File: src/inc/lsfs_pkg.sv
// constants, field positions and state encoding of the start-up/fault sequencer
// assumes a single 10 MHz clock that is also the boost switching clock
package lsfs_pkg;

    localparam int CLK_PERIOD_NS = 100;
    localparam int NCH = 4;

    // detect delay window, in switching cycles; the chosen wait sits inside it
    localparam int DETECT_MIN_CYC = 3000;
    localparam int DETECT_MAX_CYC = 4000;
    localparam int DETECT_CYC = (DETECT_MIN_CYC + DETECT_MAX_CYC) / 2;

    // defaults of the long counts, in switching cycles
    localparam int MOD_OC_CYC_DEF = 10000;
    localparam int ENLOW_CYC_DEF = 32750;

    // severe overcurrent must shut down within this time (longest time: round down)
    localparam int SEVERE_OC_MAX_NS = 3000;
    localparam int SEVERE_OC_MAX_CYC = SEVERE_OC_MAX_NS / CLK_PERIOD_NS;

    // host side: first enable pulse length (least time: round up)
    localparam int FIRST_EN_MIN_NS = 750;
    localparam int FIRST_EN_MIN_CYC = (FIRST_EN_MIN_NS + CLK_PERIOD_NS - 1) / CLK_PERIOD_NS;

    // register byte offsets
    localparam logic [11:0] CTRL_OFF = 12'h000;
    localparam logic [11:0] STATUS_OFF = 12'h004;
    localparam logic [11:0] EVENT_OFF = 12'h008;

    // reset values
    localparam logic [31:0] CTRL_RST = 32'h0000_0001;
    localparam logic [3:0] EVENT_RST = 4'h0;

    // field positions
    localparam int CTRL_RUN_BIT = 0;
    localparam int ST_STATE_LSB = 0;
    localparam int ST_USED_LSB = 8;
    localparam int ST_SHORT_LSB = 12;
    localparam int EV_MOD_OC = 0;
    localparam int EV_SEV_OC = 1;
    localparam int EV_EN_LOW = 2;
    localparam int EV_UV_DROP = 3;

    typedef enum logic [5:0] {
        S_IDLE = 6'h01,
        S_GATE = 6'h02,
        S_DETECT = 6'h04,
        S_SHORT = 6'h08,
        S_SOFT = 6'h10,
        S_RUN = 6'h20
    } lsfs_state_t;

endpackage : lsfs_pkg

File: src/design/lsfs_sync2.sv
// two-flop synchroniser for a vector of independent pin levels
// assumes each bit is a slow level; no bus coherency between bits is promised
`timescale 1ns/10ps
module lsfs_sync2 #(
    parameter int W = 1
) (
    input wire logic clk,
    input wire logic rstn,
    input wire logic [W-1:0] din,
    output logic [W-1:0] dout
);

    logic [W-1:0] meta_ff;
    logic [W-1:0] sync_ff;

    always_ff @(posedge clk or negedge rstn) begin
        if (!rstn) begin
            meta_ff <= '0;
            sync_ff <= '0;
        end else begin
            meta_ff <= din;
            sync_ff <= meta_ff;
        end
    end

    assign dout = sync_ff;

endmodule : lsfs_sync2

File: src/design/lsfs_ocp.sv
// input overcurrent qualifier: persistent moderate trip and instant severe trip
// assumes synchronised comparator levels and an arm level from the sequencer
`timescale 1ns/10ps
module lsfs_ocp
    import lsfs_pkg::*;
#(
    parameter int MOD_OC_CYC = MOD_OC_CYC_DEF
) (
    input wire logic clk,
    input wire logic rstn,
    input wire logic armed,
    input wire logic trip1,
    input wire logic trip2,
    output logic modTrip,
    output logic sevTrip
);

    logic [13:0] modCnt_ff;
    logic modTrip_ff;
    logic sevTrip_ff;
    wire modLevel = armed && trip1 && !trip2;
    wire modDone = modLevel && (modCnt_ff == 14'(MOD_OC_CYC - 1));

    // counter restarts whenever the condition lapses: only a persistent overload trips
    always_ff @(posedge clk or negedge rstn) begin
        if (!rstn) begin
            modCnt_ff <= '0;
            modTrip_ff <= 1'b0;
            sevTrip_ff <= 1'b0;
        end else begin
            modCnt_ff <= (modLevel && !modDone) ? modCnt_ff + 14'h0001 : 14'h0000;
            modTrip_ff <= modDone;
            sevTrip_ff <= armed && trip2;
        end
    end

    assign modTrip = modTrip_ff;
    assign sevTrip = sevTrip_ff;
endmodule : lsfs_ocp

File: src/design/lsfs_sequencer.sv
// start-up and fault sequencer of a four-channel LED boost driver, APB slave
// assumes analog comparator levels on pins (synchronised here) and clk = fsw
//
// Behaviour
// - start needs enable high and supply above rise
// - frequency pin held low blocks power-up
// - system check passes before any sink on
// - disconnect drive first, then channel check
// - detect waits for gate at level
// - wait 3000..4000 cycles after detect threshold
// - classify channel short, unused, or in use
// - unused channel off and out of loop
// - short holds off soft start, then recheck
// - moderate overcurrent shuts down after persistence
// - severe overcurrent shuts down at once
// - after start, run until lower supply level
// - enable low too long enters shutdown
// - soft start: reduced sink and switch limit
//
// The register addresses and the APB slave port are this design's own decisions.
`timescale 1ns/10ps
module lsfs_sequencer
    import lsfs_pkg::*;
#(
    parameter int MOD_OC_CYC = MOD_OC_CYC_DEF,
    parameter int ENLOW_CYC = ENLOW_CYC_DEF
) (
    input wire logic clk,
    input wire logic rstn,
    input wire logic psel,
    input wire logic penable,
    input wire logic pwrite,
    input wire logic [11:0] paddr,
    input wire logic [31:0] pwdata,
    output logic [31:0] prdata,
    output logic pready,
    output logic pslverr,
    input wire logic enablePin,
    input wire logic uvloRiseOk,
    input wire logic uvloRunOk,
    input wire logic freqSetSyncLow,
    input wire logic gateAtLevel,
    input wire logic [3:0] ledAboveDetect,
    input wire logic [3:0] ledShortGnd,
    input wire logic [3:0] ledInUse,
    input wire logic ledHeadroomOk,
    input wire logic senseTrip1,
    input wire logic senseTrip2,
    output logic disconnectDrive,
    output logic [3:0] sinkEnable,
    output logic [3:0] loopInclude,
    output logic softStartMode,
    output logic switchLimitLow
);

    ////////////////////////////////////////////////////////////////////////////
    // pin synchronisation

    logic [19:0] pinSync;
    logic enS, uvRiseS, uvRunS, fsetLowS, gateS, headS, trip1S, trip2S;
    logic [3:0] aboveS, shortS, inUseS;

    lsfs_sync2 #(.W(20)) u_sync (
        .clk(clk),
        .rstn(rstn),
        .din({enablePin, uvloRiseOk, uvloRunOk, freqSetSyncLow, gateAtLevel,
              ledAboveDetect, ledShortGnd, ledInUse, ledHeadroomOk, senseTrip1, senseTrip2}),
        .dout(pinSync)
    );

    assign {enS, uvRiseS, uvRunS, fsetLowS, gateS, aboveS, shortS, inUseS,
            headS, trip1S, trip2S} = pinSync;

    ////////////////////////////////////////////////////////////////////////////
    // overcurrent qualification

    lsfs_state_t state_ff, nxt_state;
    logic modTrip, sevTrip;
    wire ocTrip = modTrip || sevTrip;

    lsfs_ocp #(.MOD_OC_CYC(MOD_OC_CYC)) u_ocp (
        .clk(clk),
        .rstn(rstn),
        .armed(state_ff != S_IDLE),
        .trip1(trip1S),
        .trip2(trip2S),
        .modTrip(modTrip),
        .sevTrip(sevTrip)
    );

    ////////////////////////////////////////////////////////////////////////////
    // APB slave: zero wait states, unmapped offsets answer with pslverr

    function automatic logic regHit(input logic [11:0] addr, input logic [11:0] off);
        regHit = (addr == off);
    endfunction : regHit

    logic [31:0] ctrl_ff;
    logic [3:0] events_ff, nxt_events;
    logic [3:0] used_ff, shortSeen_ff;
    logic [31:0] prdata_ff;
    logic pready_ff, pslverr_ff;

    wire setupPh = psel && !penable;
    wire wrDone = psel && penable && pready_ff && pwrite;
    wire hitCtrl = regHit(paddr, CTRL_OFF);
    wire hitStat = regHit(paddr, STATUS_OFF);
    wire hitEvt = regHit(paddr, EVENT_OFF);
    wire hitAny = hitCtrl || hitStat || hitEvt;
    wire runAllow = ctrl_ff[CTRL_RUN_BIT];

    wire [31:0] statusWord = (32'(state_ff) << ST_STATE_LSB)
                           | (32'(used_ff) << ST_USED_LSB)
                           | (32'(shortSeen_ff) << ST_SHORT_LSB);
    wire [31:0] rdMux = hitCtrl ? ctrl_ff :
                        hitStat ? statusWord :
                        hitEvt ? {28'h0000000, events_ff} : 32'h0000_0000;

    always_ff @(posedge clk or negedge rstn) begin
        if (!rstn) begin
            pready_ff <= 1'b0;
            pslverr_ff <= 1'b0;
            prdata_ff <= 32'h0000_0000;
        end else begin
            pready_ff <= setupPh;
            pslverr_ff <= setupPh && !hitAny;
            prdata_ff <= (setupPh && !pwrite) ? rdMux : 32'h0000_0000;
        end
    end

    always_ff @(posedge clk or negedge rstn) begin
        if (!rstn) begin
            ctrl_ff <= CTRL_RST;
        end else if (wrDone && hitCtrl) begin
            ctrl_ff <= {31'h00000000, pwdata[CTRL_RUN_BIT]};
        end
    end

    ////////////////////////////////////////////////////////////////////////////
    // sequencer

    logic [11:0] detCnt_ff, nxt_detCnt;
    logic [15:0] enLowCnt_ff;
    logic [3:0] nxt_used, nxt_shortSeen;

    // every pin either rose past the detect threshold or is held at ground
    wire settled = &(aboveS | shortS);
    wire detDone = settled && (detCnt_ff == 12'(DETECT_CYC - 1));
    wire startOk = runAllow && enS && uvRiseS && !fsetLowS;
    wire enLowDone = !enS && (enLowCnt_ff == 16'(ENLOW_CYC - 1));
    wire uvDrop = !uvRunS;
    // shutdown causes once the sequence has left idle; supply checked at run level
    wire abortSeq = ocTrip || enLowDone || uvDrop;

    always_comb begin
        nxt_state = state_ff;
        nxt_detCnt = 12'h000;
        nxt_used = used_ff;
        nxt_shortSeen = shortSeen_ff;
        case (state_ff)
            S_IDLE: begin
                if (startOk) begin
                    nxt_state = S_GATE;
                end
            end
            S_GATE: begin
                if (gateS) begin
                    nxt_state = S_DETECT;
                end
            end
            S_DETECT: begin
                // counting restarts if a pin sags back under the threshold
                nxt_detCnt = settled ? detCnt_ff + 12'h001 : 12'h000;
                if (detDone) begin
                    nxt_detCnt = 12'h000;
                    nxt_shortSeen = shortS;
                    nxt_used = inUseS & ~shortS;
                    nxt_state = (|shortS) ? S_SHORT : S_SOFT;
                end
            end
            S_SHORT: begin
                if (!(|shortS)) begin
                    nxt_state = S_DETECT;
                end
            end
            S_SOFT: begin
                if (headS) begin
                    nxt_state = S_RUN;
                end
            end
            S_RUN: begin
                nxt_state = S_RUN;
            end
            default: begin
                nxt_state = S_IDLE;
            end
        endcase
        if (state_ff != S_IDLE && abortSeq) begin
            nxt_state = S_IDLE;
            nxt_detCnt = 12'h000;
            nxt_used = 4'h0;
        end
    end

    always_ff @(posedge clk or negedge rstn) begin
        if (!rstn) begin
            state_ff <= S_IDLE;
            detCnt_ff <= 12'h000;
            used_ff <= 4'h0;
            shortSeen_ff <= 4'h0;
        end else begin
            state_ff <= nxt_state;
            detCnt_ff <= nxt_detCnt;
            used_ff <= nxt_used;
            shortSeen_ff <= nxt_shortSeen;
        end
    end

    always_ff @(posedge clk or negedge rstn) begin
        if (!rstn) begin
            enLowCnt_ff <= 16'h0000;
        end else if (enS || state_ff == S_IDLE || enLowDone) begin
            enLowCnt_ff <= 16'h0000;
        end else begin
            enLowCnt_ff <= enLowCnt_ff + 16'h0001;
        end
    end

    ////////////////////////////////////////////////////////////////////////////
    // events: sticky, write one to clear, a new event wins over the clear

    wire [3:0] evSet = {uvDrop && state_ff != S_IDLE, enLowDone && state_ff != S_IDLE,
                        sevTrip, modTrip};
    wire [3:0] evClr = (wrDone && hitEvt) ? pwdata[3:0] : 4'h0;

    always_comb begin
        nxt_events = (events_ff & ~evClr) | evSet;
    end

    always_ff @(posedge clk or negedge rstn) begin
        if (!rstn) begin
            events_ff <= EVENT_RST;
        end else begin
            events_ff <= nxt_events;
        end
    end

    ////////////////////////////////////////////////////////////////////////////
    // output drive, registered from the next state so it moves with the state

    logic disc_ff, soft_ff;
    logic [3:0] sink_ff, loop_ff;
    wire nxtOn = (nxt_state == S_SOFT) || (nxt_state == S_RUN);
    // dimming: in run the sinks follow the enable pin, soft start keeps them on
    wire [3:0] nxtSink = !nxtOn ? 4'h0 :
                         (nxt_state == S_RUN && !enS) ? 4'h0 : nxt_used;

    always_ff @(posedge clk or negedge rstn) begin
        if (!rstn) begin
            disc_ff <= 1'b0;
            soft_ff <= 1'b0;
            sink_ff <= 4'h0;
            loop_ff <= 4'h0;
        end else begin
            disc_ff <= (nxt_state != S_IDLE);
            soft_ff <= (nxt_state == S_SOFT);
            sink_ff <= nxtSink;
            loop_ff <= nxtOn ? nxt_used : 4'h0;
        end
    end

    assign disconnectDrive = disc_ff;
    assign softStartMode = soft_ff;
    assign switchLimitLow = soft_ff;
    assign sinkEnable = sink_ff;
    assign loopInclude = loop_ff;
    assign prdata = prdata_ff;
    assign pready = pready_ff;
    assign pslverr = pslverr_ff;

    ////////////////////////////////////////////////////////////////////////////
    // checks

    localparam int SEV_BOUND = 2;
endmodule : lsfs_sequencer

File: config.mk
export PLATFORM = sky130hd
export DESIGN_NAME = lsfs_sequencer
export DESIGN_NICKNAME = d
export VERILOG_FILES = /design/src/inc/lsfs_pkg.sv /design/src/design/lsfs_sync2.sv /design/src/design/lsfs_ocp.sv /design/src/design/lsfs_sequencer.sv
export SDC_FILE = /design/constraint.sdc
export NUM_CORES = 1
export LEC_CHECK = 0
export BUFFER_PORTS_ARGS = -buffer_cell sky130_fd_sc_hd__clkbuf_2
export CAP_MARGIN = 25
export CORE_MARGIN = 3
export CORE_UTILIZATION = 39
export DETAILED_ROUTE_END_ITERATION = 12
export MAX_ROUTING_LAYER = met4
export SETUP_SLACK_MARGIN = 0.4
export SLEW_MARGIN = 20
export SYNTH_ARGS = -nofsm -noshare
export SYNTH_HDL_FRONTEND = slang
export SYNTH_SLANG_ARGS = --single-unit
File: constraint.sdc
create_clock -name clk -period 5.4 [get_ports clk]
set_input_delay 0.27 -clock clk [delete_from_list [all_inputs] [get_ports clk]]
set_output_delay 0.27 -clock clk [all_outputs]
set_load 0.01 [all_outputs]
# Word level (Yosys, flattened, before mapping)
# Cells that the tools add are included.
[totals] regBits=131 wordCells=112 input_bits=69 out_inout_bits=45
[op_classes] n_mux=25 n_eq_ne=15 n_addsub=3 n_bitwise=8 reduce_logical=42
[op_table] operator="$mux 16" count=4
[op_table] operator="$mux 12" count=4
[op_table] operator="$mux 6" count=6
[op_table] operator="$pmux 6 s6" count=1
[op_table] operator="$mux 4" count=8
[op_table] operator="$logic_and 1x1->1" count=22
[op_table] operator="$add 16x1->16 const B" count=1
[op_table] operator="$eq 16x15->1 const B" count=1
[op_table] operator="$or 12x16->16" count=1
[op_table] operator="$add 14x1->14 const B" count=1
[op_table] operator="$eq 14x14->1 const B" count=1
[op_table] operator="$mux 14" count=1
[op_table] operator="$add 12x1->12 const B" count=1
[op_table] operator="$eq 12x12->1 const B" count=1
[op_table] operator="$eq 12x3->1 const B" count=1
[op_table] operator="$eq 12x4->1 const B" count=1
[op_table] operator="$eq 6x5->1 const B" count=2
[op_table] operator="$eq 6x6->1 const B" count=2
[op_table] operator="$logic_not 12->1" count=1
[op_table] operator="$ne 6x1->1 const B" count=2
[op_table] operator="$or 6x12->12" count=1
[op_table] operator="$and 4x4->4" count=2
[op_table] operator="$logic_not 1->1" count=8
[op_table] operator="$logic_or 1x1->1" count=8
[op_table] operator="other kinds (10)" count=12

# Logic depth before layout (Yosys ltp)
[depth] ltp_word=10 ltp_mapped=8

# Cells and area by module
# From an unflattened synthesis, not the netlist that was laid out.
[hier_totals] cells_unflattened=443 area_unflattened_um2=5188.7
[modules_own_cells] mod="lsfs_sequencer" area_per_inst_um2=3425.8 instances=1 seq_area_each_um2=1829.3 cells_each=328
[modules_own_cells] mod="lsfs_sync2" area_per_inst_um2=1001.0 instances=1 seq_area_each_um2=1001.0 cells_each=40
[modules_own_cells] mod="lsfs_ocp" area_per_inst_um2=762.0 instances=1 seq_area_each_um2=400.4 cells_each=75

# Worst setup path before layout
# OpenSTA, ideal clock, no wires.
[synth_path] path_type="register to register" from="reg enLowCnt_ff[1]" to="reg detCnt_ff[7]" arrival_time_ps=2017 path_stages_with_launch=9 path_slack_ps=3265 required_time_ps=5282 setup_ps=118 cell_sequence="dfrtp_1 -> inv_1 -> ha_1 -> or4b_1 -> or4_4 -> a31oi_4 -> or3_4 -> buf_6 -> nor2_1"
[synth_between] elab_chain_len=6
[synth_lines] element="start, declared" line="lsfs_sequencer.sv:143" source="logic [15:0] enLowCnt_ff;"
[synth_lines] element="start signal, assigned" line="lsfs_sequencer.sv:225" source="enLowCnt_ff <= enLowCnt_ff + 16'h0001;"
[synth_lines] element="$eq 16x15->1" line="lsfs_sequencer.sv:150" source="wire enLowDone = !enS && (enLowCnt_ff == 16'(ENLOW_CYC - 1));"
[synth_lines] element="$logic_and 1x1->1" line="lsfs_sequencer.sv:150"
[synth_lines] element="$logic_or 1x1->1 (2 in series)" line="lsfs_sequencer.sv:153" source="wire abortSeq = ocTrip || enLowDone || uvDrop;"
[synth_lines] element="$logic_and 1x1->1" line="lsfs_sequencer.sv:198" source="if (state_ff != S_IDLE && abortSeq) begin"
[synth_lines] element="$mux 12" line="lsfs_sequencer.sv:198"
[synth_lines] element="named net nxt_detCnt[7]" line="lsfs_sequencer.sv:142" source="logic [11:0] detCnt_ff, nxt_detCnt;"
[synth_lines] element="end signal, assigned" line="lsfs_sequencer.sv:213" source="detCnt_ff <= nxt_detCnt;"
[synth_lines] element="end, declared" line="lsfs_sequencer.sv:142"
# The timed path passes the listed nets, and every way through them passes these cells.
# A chain may end at the register's enable or synchronous reset.

# Final worst setup path
[layout_path] from="reg state_ff[5]" to="reg loop_ff[2], in the netlist loopInclude[2]"
[layout_between] elab_chain_len=6 elab_cells_between_ends=21 cone_classes="eq/ne: 9; mux: 10; reduce/logical: 2"
[layout_lines] element="start, declared" line="lsfs_sequencer.sv:77" source="lsfs_state_t state_ff, nxt_state;"
[layout_lines] element="start signal, assigned" line="lsfs_sequencer.sv:212" source="state_ff <= nxt_state;"
[layout_lines] element="$eq 6x6->1 (tied with other cells)" line="lsfs_sequencer.sv:160" source="case (state_ff)"
[layout_lines] element="$pmux 6 s6 or $logic_and 1x1->1 (tied branches)" line="lsfs_sequencer.sv:160, lsfs_sequencer.sv:198"
[layout_lines] element="$mux 6" line="lsfs_sequencer.sv:198"
[layout_lines] element="$eq 6x5->1 or $eq 6x6->1 (tied branches)" line="lsfs_sequencer.sv:253" source="wire nxtOn = (nxt_state == S_SOFT) || (nxt_state == S_RUN);"
[layout_lines] element="$logic_or 1x1->1" line="lsfs_sequencer.sv:253"
[layout_lines] element="$mux 4 *" line="lsfs_sequencer.sv:268" source="loop_ff <= nxtOn ? nxt_used : 4'h0;"
[layout_lines] element="end signal, assigned" line="lsfs_sequencer.sv:268"
[layout_lines] element="end, declared" line="lsfs_sequencer.sv:252" source="logic [3:0] sink_ff, loop_ff;"
# Mark *: on every way between the ends. The rest lies on a longest branch, timed or not.

==> flow_summary.ini <==
[synth]
synth_edf_count = 0
ys_ff_latch = 129
synthCells = 438
synth.distinct_cells = 54
async_reset_ff_share_pct = 100
yosysSeqAreaShare_pct = 62.1
synth_area_um2 = 5200
synth_warnings = 0
synth_ff_type = dfrtp_1
avgSynthCellArea_um2 = 11.9

[clocking]
clk-insertion-delay-late_ns = 0.41
cts_made_buffers = 17
clockBufferDepth = 2
cts_sinks = 129
path_clk_slew_ns = 0.05
htree_num_levels = 4
cts_resized = 0
cts_tree = yes
post_cts_buffers = 0
hold_buffers = 20
cts-root-buf = clkbuf_16

[finish]
multiInputGateArea_um2 = 1830
seq_area_um2 = 3230
area_growth_pct = 24.3
fillers = 1129
drive_gt1_share_pct = 21.1
fin_nets = 614
insertedDiodeCount = 0

[setup_path]
crit_type = reg -> reg
crit_arrival_ns = 2.68
cp.required_ns = 5.69
start_kind = flop
cp-end-kind = flop
ff2ff_setup_slack_ns = 3.00
cp_max_fo = 9

[routing]
viasPerCell = 4.76
routed_wl_mm = 9.62
drtIter0Drc = 228
ant_nets = 0
first_pass_iters = 4
drc = 0
vias = 3439
post_drt_wl_per_cell_um = 13.3

[timing]
rsz0062_at_grt = false
fin_worst_skew_ns = 0.0121
drv_slew = 0
worst_pin_slew_ns = 0.645
setup_violations = 0
fin_crit_ns = 2.40
fmax_mhz = 417
hold_viol_final = 0
worst_slack_ns = 3.00
tns_ns = 0
fin_crit_sh_pct = 44.4
slew_headroom_pct = 56.6

[floorplan]
initial_utilization_pct = 40.5
ios = 114
rows = 41
die_w_um = 121
die_y_um = 121
die-area_um2 = 14800
core_region_area_um2 = 12800

[flow_run]
cap_violations = 0

[grt]
grt_max_degree = 80
grt_usage_pct = 14.6
grt_pass1_vias = 3353
grt_remaining_overflow = 0
antenna_found_initial = 0
grt_pass1_wl_mm = 16.2

[placement]
hpwlAfterDp_mm = 6.47
dp_slack_ns = 3.02
place.gp.congestion = 0.783
port-buffer-count = 67

[run_status]
status = finished, final reports clean

[worst_hold_path]
hold_class = in -> reg

[pwr]
power.leakage_uw = 0.00299
vdd_drop_max_mv = 0.171
power_density_nw_per_um2 = 334
[through the flow]
stage	total power (uW)	hold WS [ns]	std cells	cell area [um2]	utilization, %
floorplan	1040	-0.0256	455	5260	-
global placement	1070	0.331	672	5650	44.1
detailed placement	1070	0.336	672	5650	44.1
CTS	2190	0.0544	721	6420	50.1
global route	2250	0.107	723	6460	50.4
finish	2160	0.116	723	6460	50.4
[metal layers]
metal / track usage [%] / wire length [um] / vias to the layer above
met5: - / 0 / -
met4: 6.09 / 168 / 0
met3: 4.85 / 515 / 14
met2: 21.0 / 4380 / 92
met1: 19.0 / 4560 / 1662
li1: - / - / 1671
[placed cells by master, fill, tap and decap left out, types with 8 or more instances in the layout]
cell and instances:
and2_1 16, and3_1 13, clkbuf_16 17, clkbuf_2 66, conb_1 18, dfrtp_1 127
dlygate4sd3_1 21, inv_1 9, nand2_1 20, nand3_1 17, nand4_1 8, nor2_1 66
nor3_1 8, nor4_1 15, xnor2_1 19, xor2_1 18
[report_power, final]
group,switching (uW),total (uW),internal (uW),leakage (uW)
Sequential,8.20,994,986,0.00169
Combinational,41.4,72.1,30.7,0.00102
Clock,374,1090,719,0.000282
Total,423,2160,1730,0.00299
[logic make-up (layout without fill, tap and decap cells)]
group / count (synthesis) / after routing / share of synthesized area [%]
AO/OA/AOI/OAI: 29 / 29 / 4.69
XOR/XNOR: 37 / 37 / 6.23
adder cells (fa/ha/maj): 4 / 4 / 0.963
flip-flops: 129 / 129 / 62.1
AND/OR/NAND/NOR: 196 / 196 / 19.9
multiplexers: 10 / 10 / 2.05
buffers and inverters: 32 / 128 / 3.95
other: 1 / 18 / 0.0721
[Yosys cell counts, drive strengths merged, types with 3 or more instances]
cell type	number	area, um2
or4	4	37.5
xor2	18	158
mux2	5	56.3
dfrtp	127	3180
or3	4	30.0
and2	16	100
nand4	8	50.1
nand2	20	75.1
ha	4	50.1
a21oi	7	35.0
nand2b	5	31.3
and3	13	81.3
nor3	8	40.0
buf	23	171
mux2i	5	50.1
xnor2	19	166
or4b	3	30.0
a22oi	4	30.0
inv	9	33.8
nor2b	7	43.8
nand3	17	85.1
nor4	16	106
nor2	67	259
[layout make-up]
cell class | count | area share, %
Clock buffer | 24 | 7.61
Clock inverter | 5 | 1.22
Inverter | 9 | 0.523
Multi-Input combinational cell | 294 | 28.3
Sequential cell | 129 | 50.0
Tap cell | 172 | 3.33
Timing Repair Buffer | 90 | 9.03
[state kept, by name, summed over array words and instances (netlist names), 4 cells and up]
name / count
sinkEnable: 4
loopInclude: 4
u_sync.dout: 20
events_ff: 4
u_sync.meta_ff: 20
enLowCnt_ff: 16
prdata: 14
shortSeen_ff: 4
used_ff: 4
u_ocp.modCnt_ff: 14
detCnt_ff: 12
state_ff: 6
[final timing paths]
check / start / endpoint / depth (start not counted)
worst max-delay path: state_ff[5] / loopInclude[2] / 5
worst min-delay path: pwdata[0] / ctrl_ff[0] / 2
worst max register to register: state_ff[5] / loopInclude[2] / 5
worst min register to register: u_sync.meta_ff[3] / u_sync.dout[3] / 0
max in group asynchronous: rstn / u_sync.dout[8] / 4
min in group asynchronous: rstn / state_ff[4] / 2
[critical path: stages (launching register included)]
cell     delay (ns)
dfrtp_1        0.46
or4b_1         0.58
nor2_1         0.19
nand3_1        0.40
mux2i_1        0.27
nor4_1         0.37
Note: power is estimated with default switching activity, not from simulation.
